[config.mk]
export PLATFORM = sky130hd
export DESIGN_NAME = cefmb_top
export DESIGN_NICKNAME = d
export VERILOG_FILES = /design/src/cefmb_pkg.sv /design/src/cefmb_top.sv
export VERILOG_INCLUDE_DIRS = /design/src /design/src/src
export SDC_FILE = /design/constraint.sdc
export NUM_CORES = 1
export LEC_CHECK = 0
export BUFFER_PORTS_ARGS = -buffer_cell sky130_fd_sc_hd__buf_2
export CORE_MARGIN = 2
export CORE_UTILIZATION = 40
export DETAILED_ROUTE_END_ITERATION = 16
export PLACE_DENSITY = 0.71
export SKIP_LAST_GASP = 1
export SYNTH_ARGS = -nofsm -noshare
export SYNTH_HDL_FRONTEND = slang
export SYNTH_SLANG_ARGS = --single-unit
[constraint.sdc]
create_clock -name clock -period 1.5 [get_ports clock]
set_clock_uncertainty 0.15 [all_clocks]
set_input_delay 0.075 -clock clock [delete_from_list [all_inputs] [get_ports clock]]
set_output_delay 0.075 -clock clock [all_outputs]
set_load 0.01 [all_outputs]
[src/cefmb_defines.svh]
// register offsets, bit positions and reset values of the flag and mask bank
`ifndef CEFMB_DEFINES_SVH
`define CEFMB_DEFINES_SVH
`define CEFMB_ADDR_CHG   8'h03
`define CEFMB_ADDR_FLT   8'h04
`define CEFMB_ADDR_OPEN  8'h05
`define CEFMB_ADDR_TMR   8'h06
`define CEFMB_ADDR_MASK  8'h07
`define CEFMB_RST_CHG    8'h00
`define CEFMB_RST_FLT    8'h00
`define CEFMB_RST_OPEN   8'h00
`define CEFMB_RST_TMR    8'h00
`define CEFMB_RST_MASK   8'h00
`define CEFMB_RD_NONE    8'h00
`define CEFMB_CHG_CV     6
`define CEFMB_CHG_DONE   5
`define CEFMB_CHG_ILIM   4
`define CEFMB_CHG_DPM    2
`define CEFMB_CHG_THERM  1
`define CEFMB_CHG_PG     0
`define CEFMB_FLT_OVP    7
`define CEFMB_FLT_RSV    6
`define CEFMB_FLT_OCP    5
`define CEFMB_FLT_UVLO   4
`define CEFMB_FLT_COLD   3
`define CEFMB_FLT_COOL   2
`define CEFMB_FLT_WARM   1
`define CEFMB_FLT_HOT    0
`define CEFMB_OPEN_TS    0
`define CEFMB_TMR_RSV_HI 7
`define CEFMB_TMR_WD     6
`define CEFMB_TMR_SAFE   5
`define CEFMB_TMR_REG    4
`define CEFMB_TMR_RSV_LO 3
`define CEFMB_TMR_WAKE1  2
`define CEFMB_TMR_WAKE2  1
`define CEFMB_TMR_RSTW   0
`endif

[src/cefmb_pkg.sv]
// types shared by the flag and mask bank
package cefmb_pkg;
  typedef logic [7:0] cefmb_byte_t;
endpackage

[src/cefmb_top.sv]
// event flag registers, charge event mask and interrupt pulse
//
// Contract
// - fault flag register at 0x4, reset zero, whole register cleared by read
// - register 0x5: bits 7-1 read zero, bit 0 clears on read
// - timer flag register at 0x6, reset zero, cleared by read
// - bit 7 of fault flags latches input overvoltage detection
// - fault bit 5 latches battery overcurrent; bit 6 reserved zero
// - fault bit 4 undervoltage flag, printed polarity: 1 means recovered
// - fault bits 3..0 latch cold, cool, warm, hot region entry
// - bit 0 of 0x5 latches thermistor open fault
// - timer bit 6 latches watchdog expiry; bit 7 reserved zero
// - timer bit 5 latches charge safety timer expiry
// - timer bit 4 latches regulator or load switch overcurrent
// - timer bits 2 and 1 latch wake timers; bit 3 reserved
// - timer bit 0 latches reset warning timer expiry
// - read-write mask register at 0x7, reset zero, 1 masks
// - mask bits 6 and 5 gate voltage mode entry and charge done
// - mask bits 4,2,1,0 gate current limit, dpm, thermal, power good
// - mask bits 7 and 3 reserved, writable, reset zero
// - power good flag on any change, none at powerup under lockout
// - charge flags at 0x3 clear on read, bits match mask bits
`include "cefmb_defines.svh"
module cefmb_top
  import cefmb_pkg::*;
#(
  parameter bit UVLO_PRINTED_POLARITY = 1'b1
) (
  input  wire  logic        clock,
  input  wire  logic        rst_n,
  input  wire  logic        reg_rd,
  input  wire  logic        reg_wr,
  input  wire  cefmb_byte_t reg_addr,
  input  wire  cefmb_byte_t reg_wdata,
  output       cefmb_byte_t reg_rdata,
  output       logic        reg_rvalid,
  output       logic        irq_pulse,
  input  wire  logic        cv_entry_event,
  input  wire  logic        charge_done_event,
  input  wire  logic        input_current_limit_event,
  input  wire  logic        input_dpm_event,
  input  wire  logic        thermal_regulation_event,
  input  wire  logic        input_power_good,
  input  wire  logic        input_overvoltage_event,
  input  wire  logic        battery_overcurrent_event,
  input  wire  logic        battery_undervoltage_lockout,
  input  wire  logic        therm_cold_entry,
  input  wire  logic        therm_cool_entry,
  input  wire  logic        therm_warm_entry,
  input  wire  logic        therm_hot_entry,
  input  wire  logic        therm_open_event,
  input  wire  logic        watchdog_expiry_event,
  input  wire  logic        safety_timer_expiry_event,
  input  wire  logic        regulator_overcurrent_event,
  input  wire  logic        button_wake_first_expiry,
  input  wire  logic        button_wake_second_expiry,
  input  wire  logic        button_reset_warning_expiry
);

  cefmb_byte_t charge_event_flags;
  cefmb_byte_t fault_event_flags;
  cefmb_byte_t thermistor_open_flags;
  cefmb_byte_t timer_fault_flags;
  cefmb_byte_t charge_event_masks;
  cefmb_byte_t set_chg;
  cefmb_byte_t set_flt;
  cefmb_byte_t set_open;
  cefmb_byte_t set_tmr;
  cefmb_byte_t next_chg;
  cefmb_byte_t next_flt;
  cefmb_byte_t next_open;
  cefmb_byte_t next_tmr;
  cefmb_byte_t next_rdata;
  logic        clr_chg;
  logic        clr_flt;
  logic        clr_open;
  logic        clr_tmr;
  logic        started;
  logic        pg_prev;
  logic        uvlo_prev;
  logic        pg_change;
  logic        uvlo_edge;
  logic        pg_suppress;
  logic        next_irq;

  // clear-then-set: a set arriving with the clear survives
  function automatic cefmb_byte_t flag_next(input cefmb_byte_t cur,
                                            input logic        clr,
                                            input cefmb_byte_t set);
    flag_next = (cur & ~{8{clr}}) | set;
  endfunction

  // bits that go from 0 to 1 this cycle
  function automatic cefmb_byte_t rising(input cefmb_byte_t cur,
                                         input cefmb_byte_t nxt);
    rising = nxt & ~cur;
  endfunction

  function automatic logic rd_hit(input logic        rd,
                                  input cefmb_byte_t addr,
                                  input cefmb_byte_t off);
    rd_hit = rd && (addr == off);
  endfunction

  assign clr_chg  = rd_hit(reg_rd, reg_addr, `CEFMB_ADDR_CHG);
  assign clr_flt  = rd_hit(reg_rd, reg_addr, `CEFMB_ADDR_FLT);
  assign clr_open = rd_hit(reg_rd, reg_addr, `CEFMB_ADDR_OPEN);
  assign clr_tmr  = rd_hit(reg_rd, reg_addr, `CEFMB_ADDR_TMR);

  // powerup tracking; first cycle after release has no history yet
  always_ff @(posedge clock or negedge rst_n) begin
    if (!rst_n) begin
      started   <= 1'b0;
      pg_prev   <= 1'b0;
      uvlo_prev <= 1'b0;
    end else begin
      started   <= 1'b1;
      pg_prev   <= input_power_good;
      uvlo_prev <= battery_undervoltage_lockout;
    end
  end

  assign pg_suppress = !started && input_power_good &&
                       battery_undervoltage_lockout;
  assign pg_change   = (input_power_good ^ pg_prev) && !pg_suppress;

  // printed polarity latches recovery out of lockout
  assign uvlo_edge = started &&
    (UVLO_PRINTED_POLARITY ?
       (uvlo_prev && !battery_undervoltage_lockout) :
       (!uvlo_prev && battery_undervoltage_lockout));

  always_comb begin
    set_chg = '0;
    set_chg[`CEFMB_CHG_CV]    = cv_entry_event;
    set_chg[`CEFMB_CHG_DONE]  = charge_done_event;
    set_chg[`CEFMB_CHG_ILIM]  = input_current_limit_event;
    set_chg[`CEFMB_CHG_DPM]   = input_dpm_event;
    set_chg[`CEFMB_CHG_THERM] = thermal_regulation_event;
    set_chg[`CEFMB_CHG_PG]    = pg_change;
  end

  always_comb begin
    set_flt = '0;
    set_flt[`CEFMB_FLT_OVP]  = input_overvoltage_event;
    set_flt[`CEFMB_FLT_OCP]  = battery_overcurrent_event;
    set_flt[`CEFMB_FLT_UVLO] = uvlo_edge;
    set_flt[`CEFMB_FLT_COLD] = therm_cold_entry;
    set_flt[`CEFMB_FLT_COOL] = therm_cool_entry;
    set_flt[`CEFMB_FLT_WARM] = therm_warm_entry;
    set_flt[`CEFMB_FLT_HOT]  = therm_hot_entry;
  end

  always_comb begin
    set_open = '0;
    set_open[`CEFMB_OPEN_TS] = therm_open_event;
  end

  always_comb begin
    set_tmr = '0;
    set_tmr[`CEFMB_TMR_WD]    = watchdog_expiry_event;
    set_tmr[`CEFMB_TMR_SAFE]  = safety_timer_expiry_event;
    set_tmr[`CEFMB_TMR_REG]   = regulator_overcurrent_event;
    set_tmr[`CEFMB_TMR_WAKE1] = button_wake_first_expiry;
    set_tmr[`CEFMB_TMR_WAKE2] = button_wake_second_expiry;
    set_tmr[`CEFMB_TMR_RSTW]  = button_reset_warning_expiry;
  end

  assign next_chg  = flag_next(charge_event_flags, clr_chg, set_chg);
  assign next_flt  = flag_next(fault_event_flags, clr_flt, set_flt);
  assign next_open = flag_next(thermistor_open_flags, clr_open, set_open);
  assign next_tmr  = flag_next(timer_fault_flags, clr_tmr, set_tmr);

  always_ff @(posedge clock or negedge rst_n) begin
    if (!rst_n) begin
      charge_event_flags    <= `CEFMB_RST_CHG;
      fault_event_flags     <= `CEFMB_RST_FLT;
      thermistor_open_flags <= `CEFMB_RST_OPEN;
      timer_fault_flags     <= `CEFMB_RST_TMR;
    end else begin
      charge_event_flags    <= next_chg;
      fault_event_flags     <= next_flt;
      thermistor_open_flags <= next_open;
      timer_fault_flags     <= next_tmr;
    end
  end

  // mask register, reserved bits kept as written
  always_ff @(posedge clock or negedge rst_n) begin
    if (!rst_n) begin
      charge_event_masks <= `CEFMB_RST_MASK;
    end else if (reg_wr && reg_addr == `CEFMB_ADDR_MASK) begin
      charge_event_masks <= reg_wdata;
    end
  end

  // read returns the value before the clear takes effect
  always_comb begin
    case (reg_addr)
      `CEFMB_ADDR_CHG:  next_rdata = charge_event_flags;
      `CEFMB_ADDR_FLT:  next_rdata = fault_event_flags;
      `CEFMB_ADDR_OPEN: next_rdata = thermistor_open_flags;
      `CEFMB_ADDR_TMR:  next_rdata = timer_fault_flags;
      `CEFMB_ADDR_MASK: next_rdata = charge_event_masks;
      default:          next_rdata = `CEFMB_RD_NONE;
    endcase
  end

  always_ff @(posedge clock or negedge rst_n) begin
    if (!rst_n) begin
      reg_rdata  <= `CEFMB_RD_NONE;
      reg_rvalid <= 1'b0;
    end else begin
      reg_rvalid <= reg_rd;
      if (reg_rd) begin
        reg_rdata <= next_rdata;
      end
    end
  end

  // only charge flags have a mask in this bank
  // the fault banks' masks live elsewhere, so they always pulse here
  assign next_irq =
    (|(rising(charge_event_flags, next_chg) & ~charge_event_masks)) ||
    (|rising(fault_event_flags, next_flt)) ||
    (|rising(thermistor_open_flags, next_open)) ||
    (|rising(timer_fault_flags, next_tmr));

  always_ff @(posedge clock or negedge rst_n) begin
    if (!rst_n) begin
      irq_pulse <= 1'b0;
    end else begin
      irq_pulse <= next_irq;
    end
  end
endmodule

==> results.cfg <==
[drt]
routed_wl_um = 5629
drt-pass1-iter-count = 4
drc = 0
vias = 1915
first_iter_violations = 102
viasPerCell = 5.039
wire_per_inst_um = 14.81
ant_nets = 0

[setup_path]
cp_slowest_cell = or4_1
cpPeakStageDelay_ps = 550
crit_fanout = 2
crit_chain = nor3b_1 > or4_1 > nor4_2 > o311ai_1
critPathCaptureType = flip-flop
setup.worst_path.class = reg2reg
r2r-start = charge_event_flags[2]$_DFF_PN0_
worstPathRequired_ps = 1510
ff2ff_setup_slack_ps = -50
cp.arrival_ps = 1560
cp-endpoint = irq_pulse$_DFF_PN0_
rr_endpoint = irq_pulse$_DFF_PN0_
start_kind = flip-flop
startpoint = charge_event_flags[2]$_DFF_PN0_
rr_worst_depth = 4

[global_route]
overflow = 0
grt_first_pass_wirelength_um = 9190
grt_antenna_before_repair = 0
grt_pass1_vias = 1952
grt_usage = 0.1849
grt_max_degree = 54

[timing]
min_period_over_period = 1.035
drv_slew = 0
grt_setup_unrepaired = yes
hold_viol = 0
fmaxAchievable_ghz = 0.6441
setup_viol = 1
final.setup.tns_ps = -52.49
finalCriticalPeriod_ps = 1552
setup_ws_ps = -52.49
holdWs_ps = 141.0

[cts]
cts_htree_levels = 2
cts_max_path_buffers = 2
cts.clk_slew.worst_paths_ps = 90
clk_latency_ps = 290
cts_root_buf = clkbuf_8
cts_buffers = 5
numClockSinks = 53
cts_tree = built

[placed_design]
globalplace.congestion = 0.7858
dp_hpwl_um = 3911
dp_cells = 343
dpl_cell_area_um2 = 2845
io_buffers = 49

[synth]
ys_async_sr_fraction = 1.000
synthAdderAreaFrac = 0
ys.warnings.count = 0
syn_avg_cell_area_um2 = 11.49
ys_seq_elements = 53
seq_area_frac_synth = 0.5687
synth_fp_nets = 243
synth_compound_area_frac = 0.1620
yosysUniqueCellTypes = 36
synthCells = 203
syn_area_um2 = 2332
synth_top_family_by_area = compound AO/OA/AOI/OAI gates
muxShareOfSynthArea = 0.07725
synth_edf_count = 0
yosys.area_share.simple = 0.1556
ys.flop_type = dfrtp_1
synth_xor_area_frac = 0

[layout]
diodes = 0
fin_area_um2 = 3267
post-route-util = 0.5861
fillers = 484
nets = 349
stdcell_count = 380
syn_to_final_growth_pct = 40.07
drive_gt1_frac = 0.3214

[status]
status = complete, but fails checks
violations = negative setup slack

[power_and_ir_drop]
p_leak_nw = 1.547
powerDensity_nw_per_um2 = 765.0
peakVddDrop_mv = 0.5561

[floorplanning]
die_area_um2 = 6458
fp.coreArea_um2 = 5574
die_y_um = 80.36
fp-row-count = 27
initial_core_util = 0.4184
die_x_um = 80.36
io_pins = 50

[flow_run]
maxCapViolCount = 0

[min_path]
holdCritPathClass = in2async
==> cells in the final DEF, fill, tap and decap left out, types with 2 or more instances in the layout <==
cell,count
o221ai_1,2
nor2b_1,14
a21oi_1,14
buf_6,4
clkbuf_8,5
buf_2,48
o22ai_1,4
nand4b_1,9
nand2_1,4
and2_1,5
o21ai_0,14
inv_1,15
mux2i_1,8
nor3b_1,4
nor2_1,4
mux2_2,8
dfrtp_1,53
a21o_1,17
nand2b_1,2
dlygate4sd3_1,30
buf_4,22
==> power breakdown <==
part	switching [mW]	internal, mW	leakage (nW)
Combinational	0.139	0.168	0.882
Clock	0.426	0.308	0.0399
Sequential	0.0107	1.45	0.625
==> synth_stat cells (2+ instances only) <==
cell	count	share of area
a21o_1	17	0.055
a21oi_1	14	0.030
and2_1	5	0.013
buf_2	2	0.0043
clkbuf_1	3	0.0048
dfrtp_1	53	0.57
inv_1	15	0.024
mux2_2	8	0.039
mux2i_1	9	0.039
nand2_1	5	0.0080
nand2b_1	2	0.0054
nand4b_1	9	0.034
nor2_1	4	0.0064
nor2b_1	14	0.038
nor3b_1	4	0.013
nor4_1	2	0.0054
o21ai_0	14	0.030
o221ai_1	2	0.0075
o22ai_1	4	0.011
==> how the worst min path moves through the flow <==
stage | from | end | cells after the start
3_3_place_gp | rst_n | thermistor_open_flags[6]$_DFF_PN0_ | 2
2_1_floorplan | rst_n | charge_event_flags[0]$_DFF_PN0_ | 0
4_1_cts | reg_addr[3] | thermistor_open_flags[2]$_DFF_PN0_ | 4
5_1_grt | reg_addr[3] | thermistor_open_flags[2]$_DFF_PN0_ | 4
3_5_place_dp | rst_n | reg_rdata[6]$_DFFE_PN0P_ | 2
6_report | rst_n | reg_rdata[6]$_DFFE_PN0P_ | 3
==> sequential cells by signal (all words and copies together), names as in the netlist <==
name	flops
started	1
charge_event_flags	8
reg_rdata	8
charge_event_masks	8
reg_rvalid	1
timer_fault_flags	8
fault_event_flags	8
uvlo_prev	1
irq_pulse	1
thermistor_open_flags	8
pg_prev	1
==> layout make-up <==
class | instances | area (µm²) | area share
sequential | 53 | 1326 | 0.4060
inverter | 15 | 56.30 | 0.01723
clock buffer | 5 | 68.82 | 0.02106
clock inverter | 1 | 5.005 | 0.001532
tap | 72 | 90.09 | 0.02758
multi-input combinational | 129 | 949.7 | 0.2907
timing repair buffer | 105 | 770.7 | 0.2359
==> worst max-delay path: cells and delay by family (launching register included) <==
| family | cells | cell delay [ps] |
|---|---|---|
| DFF | 1 | 360 |
| and+or+nand+nor | 3 | 780 |
| AOI/OAI and AO/OA | 1 | 140 |
==> routing by layer <==
| metal | track usage | wire length (µm) | up-vias |
|---|---|---|---|
| met1 | 0.2556 | 2675 | 934 |
| met4 | 0.03559 | 15 | 0 |
| met3 | 0.03820 | 255 | 2 |
| met5 | 0 | 0 | - |
| met2 | 0.3025 | 2683 | 50 |
| li1 | - | - | 929 |
==> timing repair <==
| action | 4_1_cts | 5_1_grt |
|---|---|---|
| gates resized for setup | 4 | 5 |
| pin swaps | 2 | 8 |
| endpoints found under the hold margin | 83 | 0 |
| endpoints found under the setup margin | 24 | 19 |
| setup buffers | 0 | 1 |
| hold buffers | 30 | 0 |
==> metrics by stage <==
step	total power, mW	setup WS (ps)
4_1_cts	2.522	-69.03
3_5_place_dp	1.726	-357.4
5_1_grt	2.632	-175.4
2_1_floorplan	1.574	-256.9
6_report	2.499	-52.49
3_3_place_gp	1.722	-333.1
==> cell families (layout without fill, tap and decap cells) <==
| logic type | count (synthesis) | count (layout) |
|---|---|---|
| AOI/OAI and AO/OA | 59 | 59 |
| buffers and inverters | 21 | 126 |
| DFF | 53 | 53 |
| muxes | 17 | 17 |
| other | 1 | 1 |
| and+or+nand+nor | 52 | 52 |
(Power assumes the default switching activity.)
